File: src/logic/uart_trig_pkg.sv
package uart_trig_pkg;

    // ****************************************************************
    // Register offsets and reset values
    // ****************************************************************
    localparam logic [3:0] SEC_XOFF_OFFSET = 4'h7;
    localparam logic [3:0] TRIG_OFFSET     = 4'hE;
    localparam logic [7:0] SEC_XOFF_RESET  = 8'h00;
    localparam logic [7:0] TRIG_RESET      = 8'h00;

    // ****************************************************************
    // Access condition for the second Xoff register
    // ****************************************************************
    localparam logic [7:0] LINE_CTL_OPEN  = 8'hBF;
    localparam logic [7:0] UNLOCK_KEY     = 8'h5A;

    // ****************************************************************
    // Field positions and scaling
    // ****************************************************************
    localparam int         TX_NIB_LSB     = 0;
    localparam int         TX_NIB_MSB     = 3;
    localparam int         TRIG_SHIFT     = 2;
    localparam int         FREE_W         = 7;

    // ****************************************************************
    // Fixed transmit trigger levels picked by the FIFO control field
    // ****************************************************************
    localparam logic [6:0] TX_LVL_SEL0    = 7'h08;
    localparam logic [6:0] TX_LVL_SEL1    = 7'h10;
    localparam logic [6:0] TX_LVL_SEL2    = 7'h20;
    localparam logic [6:0] TX_LVL_SEL3    = 7'h38;

    localparam int         RST_STAGES     = 2;

    typedef struct packed {
        logic [3:0] addr;
        logic       wr;
        logic       rd;
        logic [7:0] wdata;
    } reg_req_t;

endpackage

File: src/logic/uart_tx_trigger_second_xoff_character_regs.sv
`timescale 1ns/10ps
// Behaviour
// - Transmit-ready raised when free entries >= four times trigger nibble.
// - Zero nibble selects trigger level from FIFO control bits five and four.
// - Second Xoff register at offset 7 only when line control 0xBF, unlock not 0x5A.
// - Second Xoff register holds full eight bits, host readable and writable.
// - Second Xoff register cleared only by power-on reset, not software reset.
module uart_tx_trigger_second_xoff_character_regs
    import uart_trig_pkg::*;
#(
    parameter int FREE_WIDTH = FREE_W
) (
    input  wire logic                  i_clk,
    input  wire logic                  i_rstn,
    input  wire logic                  i_sw_rst,
    input  wire reg_req_t              i_req,
    input  wire logic [7:0]            i_line_control_reg,
    input  wire logic [7:0]            i_special_function_unlock,
    input  wire logic [1:0]            i_fifo_control_tx_sel,
    input  wire logic [FREE_WIDTH-1:0] i_tx_free,
    output logic [7:0]                 o_rdata,
    output logic                       o_rvalid,
    output logic [7:0]                 o_second_xoff_character,
    output logic [7:0]                 o_fifo_trigger_level,
    output logic                       o_tx_ready_irq
);

    logic       rst_n;
    logic [7:0] sec_xoff_r;
    logic [7:0] trig_r;
    logic [7:0] rdata_r;
    logic       rvalid_r;
    logic       irq_r;

    // ****************************************************************
    // Reset release
    // ****************************************************************
    rst_sync #(
        .STAGES (RST_STAGES)
    ) u_rst_sync (
        .i_clk  (i_clk),
        .i_rstn (i_rstn),
        .o_rstn (rst_n)
    );

    // ****************************************************************
    // Address decode
    // ****************************************************************
    wire       sec_xoff_open = (i_line_control_reg == LINE_CTL_OPEN) &&
                               (i_special_function_unlock != UNLOCK_KEY);
    wire       hit_sec_xoff  = (i_req.addr == SEC_XOFF_OFFSET) && sec_xoff_open;
    wire       hit_trig      = (i_req.addr == TRIG_OFFSET);
    wire       wr_sec_xoff   = i_req.wr && hit_sec_xoff;
    wire       wr_trig       = i_req.wr && hit_trig;
    wire [7:0] rd_mux        = hit_sec_xoff ? sec_xoff_r :
                               hit_trig     ? trig_r     : 8'h00;

    // ****************************************************************
    // Trigger level selection
    // ****************************************************************
    wire [3:0]            tx_nib    = trig_r[TX_NIB_MSB:TX_NIB_LSB];
    wire [6:0]            nib_level = 7'(tx_nib) << TRIG_SHIFT;
    wire [6:0]            sel_level = (i_fifo_control_tx_sel == 2'h0) ? TX_LVL_SEL0 :
                                      (i_fifo_control_tx_sel == 2'h1) ? TX_LVL_SEL1 :
                                      (i_fifo_control_tx_sel == 2'h2) ? TX_LVL_SEL2 :
                                                                        TX_LVL_SEL3;
    // Zero nibble falls back to the control field level
    wire [6:0]            tx_level  = (tx_nib == 4'h0) ? sel_level : nib_level;
    wire [FREE_WIDTH-1:0] level_ext = FREE_WIDTH'(tx_level);
    wire                  tx_ready  = (i_tx_free >= level_ext);

    // ****************************************************************
    // Second Xoff character, power-on reset only
    // ****************************************************************
    // Software reset kept away so the flow-control character survives it
    always_ff @(posedge i_clk or negedge rst_n) begin
        if (!rst_n) begin
            sec_xoff_r <= SEC_XOFF_RESET;
        end else if (wr_sec_xoff) begin
            sec_xoff_r <= i_req.wdata;
        end
    end

    // ****************************************************************
    // Trigger level register, also cleared by software reset
    // ****************************************************************
    always_ff @(posedge i_clk or negedge rst_n) begin
        if (!rst_n) begin
            trig_r <= TRIG_RESET;
        end else if (i_sw_rst) begin
            trig_r <= TRIG_RESET;
        end else if (wr_trig) begin
            trig_r <= i_req.wdata;
        end
    end

    // ****************************************************************
    // Read data and interrupt condition
    // ****************************************************************
    always_ff @(posedge i_clk or negedge rst_n) begin
        if (!rst_n) begin
            rdata_r  <= 8'h00;
            rvalid_r <= 1'b0;
        end else begin
            rvalid_r <= i_req.rd;
            if (i_req.rd) begin
                rdata_r <= rd_mux;
            end
        end
    end

    always_ff @(posedge i_clk or negedge rst_n) begin
        if (!rst_n) begin
            irq_r <= 1'b0;
        end else begin
            irq_r <= tx_ready;
        end
    end

    assign o_rdata                 = rdata_r;
    assign o_rvalid                = rvalid_r;
    assign o_second_xoff_character = sec_xoff_r;
    assign o_fifo_trigger_level    = trig_r;
    assign o_tx_ready_irq          = irq_r;

    // ****************************************************************
    // Assertions
    // ****************************************************************
    a_irq_nibble_level:
    assert property (@(posedge i_clk) disable iff (!rst_n)
        (trig_r[3:0] != 4'h0) |=>
            (o_tx_ready_irq == ($past(i_tx_free) >= FREE_WIDTH'({$past(trig_r[3:0]), 2'b00}))))
    else $error("transmit ready does not follow four times the nibble");

    a_irq_fcr_select:
    assert property (@(posedge i_clk) disable iff (!rst_n)
        (trig_r[3:0] == 4'h0 && i_fifo_control_tx_sel == 2'h3 && i_tx_free < 7'h38) |=>
            !o_tx_ready_irq)
    else $error("zero nibble does not use the control field level");

    // ****************************************************************
    // Second Xoff mapping and storage
    // ****************************************************************
    a_sec_xoff_open:
    assert property (@(posedge i_clk) disable iff (!rst_n)
        (i_req.wr && i_req.addr == 4'h7 && i_line_control_reg == 8'hBF &&
         i_special_function_unlock != 8'h5A) |=> (sec_xoff_r == $past(i_req.wdata)))
    else $error("open second Xoff write not stored");

    a_sec_xoff_shut:
    assert property (@(posedge i_clk) disable iff (!rst_n)
        (i_line_control_reg != 8'hBF || i_special_function_unlock == 8'h5A) |=>
            $stable(sec_xoff_r))
    else $error("second Xoff changed while not mapped");

    a_sec_xoff_locked:
    assert property (@(posedge i_clk) disable iff (!rst_n)
        (i_req.rd && i_req.addr == 4'h7 &&
         (i_line_control_reg != 8'hBF || i_special_function_unlock == 8'h5A)) |=>
            (o_rvalid && o_rdata == 8'h00))
    else $error("locked second Xoff read not zero");

    a_sec_xoff_read:
    assert property (@(posedge i_clk) disable iff (!rst_n)
        (i_req.rd && !i_req.wr && hit_sec_xoff) |=> (o_rvalid && o_rdata == sec_xoff_r))
    else $error("second Xoff read returns wrong value");

    a_sec_xoff_swrst:
    assert property (@(posedge i_clk) disable iff (!rst_n)
        (i_sw_rst && !wr_sec_xoff) |=> $stable(sec_xoff_r))
    else $error("software reset disturbed second Xoff");

    // No disable here, so that the power-on clear itself is seen
    a_sec_xoff_por:
    assert property (@(posedge i_clk)
        !rst_n |-> (sec_xoff_r == 8'h00))
    else $error("power-on reset left second Xoff set");

    // ****************************************************************
    // Read strobe answer
    // ****************************************************************
    a_rvalid_after_read:
    assert property (@(posedge i_clk) disable iff (!rst_n)
        i_req.rd |=> o_rvalid)
    else $error("read strobe not answered");

    a_rvalid_one_pulse:
    assert property (@(posedge i_clk) disable iff (!rst_n)
        !i_req.rd |=> !o_rvalid)
    else $error("read valid without a read strobe");

    // ****************************************************************
    // Transmit-ready tracking
    // ****************************************************************
    a_irq_nibble_low:
    assert property (@(posedge i_clk) disable iff (!rst_n)
        (trig_r[3:0] != 4'h0 && i_tx_free < FREE_WIDTH'({trig_r[3:0], 2'h0})) |=> !o_tx_ready_irq)
    else $error("transmit ready raised below four times the nibble");

    a_irq_nibble_reach:
    assert property (@(posedge i_clk) disable iff (!rst_n)
        (trig_r[3:0] != 4'h0 && i_tx_free >= FREE_WIDTH'({trig_r[3:0], 2'h0})) |=> o_tx_ready_irq)
    else $error("transmit ready missing at four times the nibble");

    a_irq_fcr_reach:
    assert property (@(posedge i_clk) disable iff (!rst_n)
        (trig_r[3:0] == 4'h0 && i_fifo_control_tx_sel == 2'h1 &&
         i_tx_free >= FREE_WIDTH'(TX_LVL_SEL1)) |=> o_tx_ready_irq)
    else $error("zero nibble misses the control field level");

    a_irq_drop_below:
    assert property (@(posedge i_clk) disable iff (!rst_n)
        (o_tx_ready_irq && trig_r[3:0] != 4'h0 &&
         i_tx_free < FREE_WIDTH'({trig_r[3:0], 2'h0})) |=> !o_tx_ready_irq)
    else $error("transmit ready held below trigger level");

    a_irq_rise_above:
    assert property (@(posedge i_clk) disable iff (!rst_n)
        (!o_tx_ready_irq && trig_r[3:0] == 4'h0 && i_fifo_control_tx_sel == 2'h0 &&
         i_tx_free >= FREE_WIDTH'(TX_LVL_SEL0)) |=> o_tx_ready_irq)
    else $error("transmit ready missing at trigger level");

endmodule // uart_tx_trigger_second_xoff_character_regs

File: src/logic/rst_sync.sv
`timescale 1ns/10ps
module rst_sync #(
    parameter int STAGES = 2
) (
    input  wire logic i_clk,
    input  wire logic i_rstn,
    output logic      o_rstn
);

    logic [STAGES-1:0] shift_r;

    // ****************************************************************
    // Asynchronous assert, synchronous release
    // ****************************************************************
    always_ff @(posedge i_clk or negedge i_rstn) begin
        if (!i_rstn) begin
            shift_r <= '0;
        end else begin
            shift_r <= {shift_r[STAGES-2:0], 1'b1};
        end
    end

    assign o_rstn = shift_r[STAGES-1];

endmodule // rst_sync

File: config.mk
export PLATFORM = sky130hd
export DESIGN_NAME = uart_tx_trigger_second_xoff_character_regs
export DESIGN_NICKNAME = d
export VERILOG_FILES = /design/src/logic/uart_trig_pkg.sv /design/src/logic/uart_tx_trigger_second_xoff_character_regs.sv /design/src/logic/rst_sync.sv
export SDC_FILE = /design/constraint.sdc
export NUM_CORES = 1
export LEC_CHECK = 0
export ABC_AREA = 1
export BUFFER_PORTS_ARGS = -buffer_cell sky130_fd_sc_hd__clkbuf_2
export CAP_MARGIN = 0
export CORE_UTILIZATION = 42
export CTS_CLUSTER_DIAMETER = 100
export DETAILED_ROUTE_END_ITERATION = 10
export PLACE_DENSITY_LB_ADDON = 0.15
export SYNTH_ARGS = -nofsm -noshare
export SYNTH_HDL_FRONTEND = slang
export SYNTH_SLANG_ARGS = --single-unit
File: constraint.sdc
create_clock -name i_clk -period 0.8 [get_ports i_clk]
set_input_delay 0.08 -clock i_clk [delete_from_list [all_inputs] [get_ports i_clk]]
set_output_delay 0.08 -clock i_clk [all_outputs]
set_load 0.02 [all_outputs]
==> results.json, run 1 <==
{
  "first_global_vias": 1566,
  "sw_frac_of_total_pct": 30.23,
  "drive_above_1_share_pct": 60.81,
  "grt_antenna_before_repair": 0,
  "synthXorXnorAreaFrac_pct": 0,
  "dr.max_layer_used": "met4",
  "fin_tns_setup_ps": -7315,
  "ys_ff_latch": 28,
  "wl_met1_um": 1857,
  "dp_slack_ps": -851.1,
  "synthSimpleGateAreaFrac_pct": 25.73,
  "arrival_ps": 1940,
  "timing.fmax_ghz": 0.5918,
  "worst_ep_required_time_ps": 1050,
  "final_core_util_pct": 81.50,
  "cts.path.max_buffers": 2,
  "comb_power_share_pct": 33.8,
  "fin_cells": 342,
  "dr_wl_met3_um": 193,
  "hpwl_um": 2789,
  "h-tree-depth": 1,
  "via_count": 1705,
  "place_congestion": 0.7718,
  "yosysWarnings": 0,
  "reg2reg_to": "o_tx_ready_irq",
  "syn_inst": 180,
  "cts_tree": "yes",
  "wl_met2_um": 2540,
  "rows": 21,
  "cp-startpoint": "o_fifo_trigger_level[3]",
  "synthMuxAreaShare_pct": 0,
  "drt-total-wl_um": 4684,
  "end_kind": "register",
  "p_int_mw": 2.370,
  "criticalPathCategory": "register to register",
  "grt_overflow": 0,
  "yosysUniqueCellTypes": 28,
  "p_per_area_nw_per_um2": 1220,
  "synthAdderAreaFrac_pct": 5.700,
  "post_drt_wl_per_cell_um": 13.70,
  "cts_buffers": 3,
  "synth_area_um2": 1536,
  "setup_violations": 39,
  "grt_pass1_wl_um": 6810,
  "clock_sinks": 28,
  "synth_top_family_by_area": "simple AND/OR/NAND/NOR gates",
  "ant_nets": 0,
  "switchingPower_mw": 1.027,
  "peakVddDrop_uv": 857.5,
  "crit_fanout": 2,
  "period_minus_slack_ps": 1690,
  "syn-mean-instance-area_um2": 8.536,
  "port_buffers": 67,
  "p_clk_share_pct": 20.2,
  "drc": 0,
  "timing.rr.start": "o_fifo_trigger_level[3]",
  "ios": 68,
  "placed_cells": 311,
  "leakage_nw": 1.424,
  "grt_usage_pct": 22.00,
  "ys_seq_area_share_pct": 45.60,
  "slew_viol_final": 0,
  "cts-root-buf": "clkbuf_4",
  "crit_end": "o_tx_ready_irq",
  "nNetsFinal": 346,
  "grt_max_degree": 27,
  "core-area_um2": 3416,
  "synthesis.nets": 229,
  "dieWidth_um": 62.49,
  "violations": "negative setup slack",
  "finalCritPeriodShare_pct": 211.2,
  "rr_worst_depth": 9,
  "r2r_slack_ps": -890,
  "area_delta_synth_final_pct": 81.19,
  "design.die.area_um2": 3904,
  "viasPerCell": 4.985,
  "status": "finished with violations",
  "pwr-share-seq_pct": 46.0,
  "cap_viol_max_count": 0,
  "final_hold_viol_count": 0,
  "clk_latency_ps": 330,
  "die_y_um": 62.49,
  "synth_compound_area_share_pct": 11.97,
  "worstSetupStartpointType": "register",
  "clk_pin_slew_worst_paths_ps": 140,
  "rsz0062_at_grt": "yes",
  "initial_utilization_pct": 44.98,
  "drt_iter0_drc": 75,
  "fin_ws_ps": -889.6,
  "firstDrtPassIters": 4,
  "antennaDiodeCount": 0,
  "worstHoldPathType": "primary input to async pin",
  "skew_ps": 5.609
}
registers in the layout (all words and copies together), names as in the netlist:
| signal | cells |
|---|---|
| o_rdata | 8 |
| u_rst_sync.shift_r | 2 |
| o_rvalid | 1 |
| o_fifo_trigger_level | 8 |
| o_second_xoff_character | 8 |
| o_tx_ready_irq | 1 |
cell usage after synthesis:
master | count | share of area [%]
a31oi_1 | 1 | 0.41
nor2_2 | 1 | 0.41
a21oi_1 | 6 | 2.0
nor2_1 | 18 | 4.4
buf_6 | 2 | 1.5
nand3_1 | 14 | 4.6
a21oi_2 | 2 | 1.1
o31ai_1 | 1 | 0.49
o21ai_2 | 2 | 1.1
ha_1 | 7 | 5.7
dfrtp_1 | 28 | 46
buf_4 | 1 | 0.49
o21ai_0 | 10 | 3.3
clkbuf_1 | 2 | 0.49
nand2_1 | 24 | 5.9
o21ai_4 | 1 | 1.1
o2111ai_1 | 1 | 0.57
buf_2 | 1 | 0.33
nand3_2 | 6 | 3.9
inv_1 | 30 | 7.3
nor2_8 | 1 | 1.3
nand2_2 | 1 | 0.41
inv_4 | 1 | 0.41
nand4_1 | 10 | 4.1
clkinv_1 | 1 | 0.24
nand4_2 | 1 | 0.81
conb_1 | 1 | 0.24
o21ai_1 | 6 | 2.0
power by group through the flow:
stage	Clock [mW]	Combinational, mW	Sequential, mW
after floorplan	0	0.295	1.69
after global placement	0	0.776	1.57
after detailed placement	0	0.784	1.57
after CTS	0.704	0.918	1.54
after global routing	0.781	1.24	1.57
final	0.687	1.15	1.56
logic make-up (layout without fill, tap and decap cells):
group | count (synthesis) | after routing
other | 1 | 1
and+or+nand+nor | 76 | 76
DFF | 28 | 28
adders and majority gates | 7 | 7
buffers and inverters | 38 | 154
AOI/OAI and AO/OA | 30 | 30
cell usage in the layout, fill, tap and decap left out, types with 3 or more instances in the layout:
master / count
a21oi_2: 8
buf_4: 25
buf_6: 37
buf_8: 4
clkbuf_2: 41
clkbuf_4: 3
dfrtp_1: 19
dfrtp_2: 9
dlygate4sd3_1: 9
ha_1: 6
inv_1: 18
inv_2: 5
inv_4: 5
nand2_1: 19
nand2_2: 6
nand3_1: 11
nand3_2: 7
nand4_1: 10
nor2_1: 14
nor2_2: 3
o21ai_1: 6
o21ai_2: 11
critical path, stage by stage, from the launching register on:
cell and delay (ps):
dfrtp_2 450, nor2_4 120, nand3_2 80, o31ai_1 230, inv_1 100, ha_4 280, nand2_1 50, nor2_1 110
nand4_1 120, o2111ai_2 80
worst min-delay path by stage:
| stage | start | end | slack (ps) |
|---|---|---|---|
| 2_1_floorplan | i_rstn | u_rst_sync.shift_r[0] | -220 |
| 3_3_place_gp | i_rstn | u_rst_sync.shift_r[0] | -130 |
| 3_5_place_dp | i_rstn | u_rst_sync.shift_r[0] | -130 |
| 4_1_cts | i_tx_free[6] | o_tx_ready_irq | 20 |
| 5_1_grt | i_rstn | u_rst_sync.shift_r[1] | 30 |
| 6_report | i_rstn | u_rst_sync.shift_r[1] | 50 |
repair_timing:
item,4_1_cts,5_1_grt
endpoints found under the hold margin,15,0
pin swaps,4,10
hold buffers,9,0
gates resized for setup,18,110
buffers inserted,14,8
setup endpoints to repair,34,38
layout make-up:
cell class | count | area, um2
fill | 219 | 631.9
clock buffer | 4 | 36.28
inverter | 32 | 161.4
multi-input combinational | 114 | 817.0
tap | 46 | 57.56
sequential | 28 | 711.9
timing repair buffer | 118 | 999.7
routing by layer:
metal	vias to the layer above	track usage [%]
met2	59	37.64
li1	820	-
met1	816	28.06
met5	-	0
met3	10	2.737
met4	0	8.721
metrics by stage:
stage	hold slack (ps)	instance area (um2)	power, mW
2_1_floorplan	-215.6	1614	1.981
3_3_place_gp	-134.2	2163	2.345
3_5_place_dp	-131.8	2163	2.356
4_1_cts	16.17	2462	3.165
5_1_grt	29.18	2784	3.591
6_report	48.61	2784	3.397
(Power assumes the default switching activity.)
==> run 2: changes to the inputs <==
PLACE_DENSITY_LB_ADDON = 0.05   (was 0.15)
==> run 2 against run 1 <==
  * The flow still finishes with violations (negative setup slack)
  * Flip-flop and latch count stayed put
  * Worst hold slack lost 37 ps
  * Design area increased by 4.0%
  * Sequential power barely moved
  * Count of clock-buffer cells in the layout decreased by 1
  * Register-to-register slack got worse by 70 ps
  * Maximum frequency is 3.9% lower
  * Non-clock buffer count increased by 9
  * Sequential share of layout area fell by 0.98 points
  * Total power rose by 9.6%
  * Via count increased by 0.65%
  * Critical path type unchanged
  * Critical endpoint unchanged
  * Largest power group unchanged
==> results.json, run 2 (synthesized netlist as in run 1, its figures left out) <==
{
  "port_buffers": 67,
  "ios": 68,
  "finalCritPeriodShare_pct": 219.8,
  "timing.fmax_ghz": 0.5687,
  "slowest_delay_ps": 450,
  "worst_ep_required_time_ps": 1070,
  "cp_slowest_cell": "dfrtp_2",
  "peakVddDrop_uv": 1156,
  "cts.path.max_buffers": 2,
  "first_global_vias": 1655,
  "worstSetupStartpointType": "register",
  "cts_buffers": 3,
  "clk_pin_slew_worst_paths_ps": 160,
  "r2r_slack_ps": -960,
  "design.die.area_um2": 3904,
  "final_core_util_pct": 84.76,
  "cts-root-buf": "clkbuf_4",
  "grt_overflow": 0,
  "rows": 21,
  "area_delta_synth_final_pct": 88.44,
  "clock_sinks": 28,
  "clk_latency_ps": 350,
  "final_common_cell": "clkbuf_2",
  "drt_iter0_drc": 65,
  "violations": "negative setup slack",
  "nNetsFinal": 355,
  "final_hold_viol_count": 0,
  "drc": 0,
  "whs_ps": 11.58,
  "p_per_area_nw_per_um2": 1286,
  "post_drt_wl_per_cell_um": 13.77,
  "multi_input_area_um2": 822.0,
  "criticalPathCategory": "register to register",
  "cts_tree": "yes",
  "grt_antenna_before_repair": 0,
  "hpwl_um": 2806,
  "arrival_ps": 2030,
  "initial_utilization_pct": 44.98,
  "grt_pass1_wl_um": 7320,
  "slew_viol_final": 0,
  "firstDrtPassIters": 4,
  "leakage_nw": 1.480,
  "crit_chain": "nor2_4 -> nand3_2 -> o31ai_2 -> inv_1 -> ha_4 -> inv_2 -> nor2_4 -> nand3_2 -> o2111ai_2",
  "ant_nets": 0,
  "grt_usage_pct": 23.82,
  "antennaDiodeCount": 0,
  "die_y_um": 62.49,
  "rr_worst_depth": 9,
  "dieWidth_um": 62.49,
  "final-seq-area_um2": 711.9,
  "drive_above_1_share_pct": 63.28,
  "crit_fanout": 2,
  "worstHoldPathType": "primary input to async pin",
  "timing.rr.start": "o_fifo_trigger_level[0]",
  "drt-total-wl_um": 4833,
  "fin_ws_ps": -958.4,
  "mostFrequentLayoutCells": "41 x clkbuf_2, 39 x buf_6, 31 x buf_4",
  "viasPerCell": 4.889,
  "fillerInstances": 195,
  "grt_max_degree": 27,
  "end_kind": "register",
  "via_count": 1716,
  "skew_ps": 14.65,
  "period_minus_slack_ps": 1758,
  "core-area_um2": 3416,
  "status": "finished with violations",
  "setup_violations": 42,
  "reg2reg_to": "o_tx_ready_irq",
  "rsz0062_at_grt": "yes",
  "h-tree-depth": 1,
  "cap_viol_max_count": 0,
  "place_congestion": 0.7368
}
[run 2: where the power goes]
part | switching (mW) | internal (mW) | leakage [nW]
clock network | 0.451 | 0.508 | 0.0279
registers | 0.0618 | 1.50 | 0.349
logic | 0.572 | 0.630 | 1.10
[run 2: per-layer routing]
layer / track usage [%] / routed length [um] / part of all wire, %
met1: 29.05 / 1893 / 39
met2: 41.30 / 2641 / 55
met3: 4.562 / 254 / 5.3
met4: 9.012 / 44 / 0.91
met5: 0 / 0 / 0
[run 2: worst max path at each step]
| stage | start | endpoint | slack, ps | cells after the start |
|---|---|---|---|---|
| 6_report | o_fifo_trigger_level[0] | o_tx_ready_irq | -960 | 9 |
| 5_1_grt | o_fifo_trigger_level[3] | o_tx_ready_irq | -1070 | 9 |
| 4_1_cts | o_fifo_trigger_level[3] | o_tx_ready_irq | -940 | 9 |
| 3_5_place_dp | o_fifo_trigger_level[3] | o_tx_ready_irq | -890 | 9 |
| 3_3_place_gp | o_fifo_trigger_level[3] | o_tx_ready_irq | -810 | 9 |
| 2_1_floorplan | o_fifo_trigger_level[3] | o_tx_ready_irq | -810 | 9 |
[run 2: area by class of cell]
cell class,instances,share of cell area (%)
clock buffer,3,0.7779
clock inverter,1,1.037
inverter,32,5.661
multi-input combinational,114,28.39
sequential,28,24.59
tap,46,1.988
timing repair buffer,127,37.55
[run 2: worst max-delay path, delay by kind of cell, from the launching register on]
kind	cells	cell delay, ps
and+or+nand+nor	4	410
buffers and inverters	2	140
DFF	1	450
adders and majority gates	1	270
AOI/OAI and AO/OA	2	420
[run 2: repair_timing]
| action | 4_1_cts | 5_1_grt |
|---|---|---|
| pin swaps | 6 | 13 |
| buffers inserted | 19 | 16 |
| hold buffers | 9 | 0 |
| resized for setup | 29 | 108 |
| hold endpoints to repair | 18 | 0 |
| endpoints found under the setup margin | 36 | 40 |
[run 2: per-stage QoR]
| stage | TNS (ps) | instance area (um2) | total power [mW] | instances | worst slack, ps |
|---|---|---|---|---|---|
| floorplan | -1345 | 1614 | 1.981 | 180 | -806.6 |
| global placement | -7011 | 2183 | 2.355 | 312 | -808.1 |
| detailed placement | -7282 | 2183 | 2.361 | 312 | -891.7 |
| CTS | -7986 | 2556 | 3.491 | 342 | -941.0 |
| global route | -10370 | 2895 | 3.913 | 351 | -1067 |
| finish | -8624 | 2895 | 3.724 | 351 | -958.4 |
==> run 3: changes to the inputs <==
ABC_AREA = default   (was 1)
CORE_UTILIZATION = 41   (was 42)
==> run 3 against run 2 <==
  * The flow still finishes with violations (negative setup slack)
  * Flip-flop and latch count did not move
  * Largest power group unchanged
  * Count of clock-buffer cells in the layout is 1 higher
  * Sequential share of layout area is 2.3 points higher
  * Clock power is 27% lower
  * Worst hold slack lost 1.9 ps
  * Core utilization shrank 0.96 points
==> results.json, run 3 <==
{
  "synth_top_family_by_area": "simple AND/OR/NAND/NOR gates",
  "cts_buffers": 3,
  "whs_ps": 9.688,
  "design.die.area_um2": 3602,
  "synth_edf_count": 0,
  "synth_top_cell_area_share_pct": 50.77,
  "ant_nets": 0,
  "ys_ff_latch": 28,
  "synthFlopType": "dfrtp_1",
  "skew_ps": 5.987,
  "first_global_vias": 1450,
  "antennaDiodeCount": 0,
  "core-area_um2": 3128,
  "setup_violations": 48,
  "hpwl_um": 2861,
  "dieWidth_um": 60.02,
  "reg2reg_to": "o_tx_ready_irq",
  "placed_cells": 254,
  "clock_sinks": 28,
  "leakage_nw": 1.330,
  "grt_overflow": 0,
  "grt_max_degree": 18,
  "worst_ep_required_time_ps": 1030,
  "rows": 20,
  "grt_pass1_wl_um": 6610,
  "yosysWarnings": 0,
  "finalCritPeriodShare_pct": 184.5,
  "grt_antenna_before_repair": 0,
  "synthMuxAreaShare_pct": 8.704,
  "hold_path_end": "o_second_xoff_character[3]",
  "synth_area_um2": 1380,
  "status": "finished with violations",
  "clk_pin_slew_worst_paths_ps": 150,
  "yosysMostFrequentCell": "dfrtp_1",
  "end_kind": "register",
  "period_minus_slack_ps": 1476,
  "drt-total-wl_um": 4761,
  "synth_top_area_cell": "dfrtp_1",
  "rsz0062_at_grt": "yes",
  "mostFrequentLayoutCells": "40 x clkbuf_2, 40 x buf_6, 24 x dfrtp_1",
  "comb_power_share_pct": 21.9,
  "holdCritStartpoint": "i_req[3]",
  "cts_tree": "yes",
  "viasPerCell": 5.156,
  "synthSimpleGateAreaFrac_pct": 16.32,
  "cap_viol_max_count": 0,
  "arrival_ps": 1700,
  "worstHoldPathType": "primary input to register",
  "syn-mean-instance-area_um2": 10.78,
  "final_hold_viol_count": 0,
  "pwr-share-seq_pct": 53.3,
  "cts.path.max_buffers": 2,
  "rr_worst_depth": 5,
  "final_core_util_pct": 83.80,
  "criticalPathCategory": "register to register",
  "port_buffers": 67,
  "drt_iter0_drc": 79,
  "p_per_area_nw_per_um2": 1076,
  "total_power_mw": 2.821,
  "place_congestion": 0.8428,
  "synthAdderAreaFrac_pct": 6.346,
  "p_int_mw": 2.071,
  "drive_above_1_share_pct": 65.16,
  "fin_ws_ps": -675.9,
  "hold_depth": 2,
  "worstSetupStartpointType": "register",
  "firstDrtPassIters": 4,
  "switchingPower_mw": 0.7507,
  "yosysUniqueCellTypes": 28,
  "crit_fanout": 4,
  "peakVddDrop_uv": 1169,
  "post_drt_wl_per_cell_um": 16.53,
  "r2r_slack_ps": -680,
  "sw_frac_of_total_pct": 26.61,
  "violations": "negative setup slack",
  "grt_usage_pct": 25.23,
  "area_delta_synth_final_pct": 89.94,
  "synthXorXnorAreaFrac_pct": 0,
  "ys_seq_area_share_pct": 50.77,
  "ys_top_cells_by_count": "28 x dfrtp_1, 17 x a21oi_1, 12 x nand2_1, 10 x nand3_1, 10 x nor2_1",
  "timing.fmax_ghz": 0.6776,
  "async_flop_share_pct": 100.0,
  "initial_utilization_pct": 44.12,
  "syn_inst": 128,
  "timing.rr.start": "o_fifo_trigger_level[3]",
  "h-tree-depth": 1,
  "p_clk_share_pct": 24.8,
  "via_count": 1485,
  "drc": 0,
  "nNetsFinal": 294,
  "die_y_um": 60.02,
  "slew_viol_final": 0,
  "synth_compound_area_share_pct": 13.51,
  "synthesis.nets": 177,
  "synth.area.top_cells": "dfrtp_1 51%, mux2_4 8.7%, ha_1 6.3%",
  "fin_cells": 288,
  "clk_latency_ps": 330,
  "cts-root-buf": "clkbuf_4",
  "fin_tns_setup_ps": -9494,
  "ios": 68
}
run 3: changes by cell type in the layout (fill, tap and decap cells not counted), moves of 6 or more:
cell     change
inv_1       -13
a21oi_1      +9
o21ai_2     -11
mux2_4       +8
buf_4        -8
inv_4        -6
nand4_1      -9
nand2_1     -12
run 3: how the worst max path moves through the flow:
stage / start / to / slack (ps) / cells after the start
detailed placement: i_fifo_control_tx_sel[0] / o_tx_ready_irq / -690 / 8
finish: o_fifo_trigger_level[3] / o_tx_ready_irq / -680 / 5
floorplan: o_fifo_trigger_level[0] / o_tx_ready_irq / -560 / 5
global route: o_fifo_trigger_level[0] / o_tx_ready_irq / -750 / 6
global placement: i_fifo_control_tx_sel[0] / o_tx_ready_irq / -630 / 8
CTS: o_fifo_trigger_level[2] / o_tx_ready_irq / -590 / 5
run 3: stage by stage:
| stage | cell area (um2) | worst slack, ps |
|---|---|---|
| global placement | 1939 | -630.5 |
| CTS | 2347 | -588.0 |
| detailed placement | 1939 | -693.7 |
| global route | 2621 | -749.5 |
| finish | 2621 | -675.9 |
| floorplan | 1430 | -564.7 |
run 3: power groups by stage:
| stage | sequential, mW | combinational, mW | clock (mW) |
|---|---|---|---|
| finish | 1.50 | 0.619 | 0.699 |
| global route | 1.51 | 0.671 | 0.754 |
| detailed placement | 1.52 | 0.433 | 0 |
| global placement | 1.52 | 0.419 | 0 |
| floorplan | 1.59 | 0.150 | 0 |
| CTS | 1.50 | 0.503 | 0.700 |
run 3: logic make-up after synthesis:
group	after synthesis
and+or+nand+nor	43
AOI/OAI and AO/OA	29
DFF	28
buffers and inverters	12
muxes	8
adders and majority gates	7
other	1
run 3: what timing repair did:
action / in CTS / in global routing
pin swaps: 9 / 9
hold endpoints to repair: 8 / 2
buffers inserted: 17 / 7
endpoints found under the setup margin: 46 / 51
resized for setup: 41 / 82
hold buffers: 6 / 2
run 3: critical path, cell delays in order (launching register included):
cell and delay (ps):
dfrtp_2 480, nor4_4 260, nor2_1 80, ha_1 270, a21oi_1 170, o21ai_1 110
run 3: final cells by class:
cell class / instances / area, um2
inverters: 4 / 15.01
well taps: 44 / 55.05
repair buffers: 120 / 1037
multi-input cells: 88 / 772.0
clock buffers: 4 / 36.28
flip-flops and latches: 28 / 705.7
fillers: 169 / 506.7
run 3: routing by layer:
metal  GRT usage, %  vias to the layer above  part of all wire, %
met5              0                        -                    0
met4          7.973                        0                  3.4
met3          6.061                       12                  4.3
met2          43.97                       51                   54
met1          30.52                      723                   38
li1               -                      699                    -
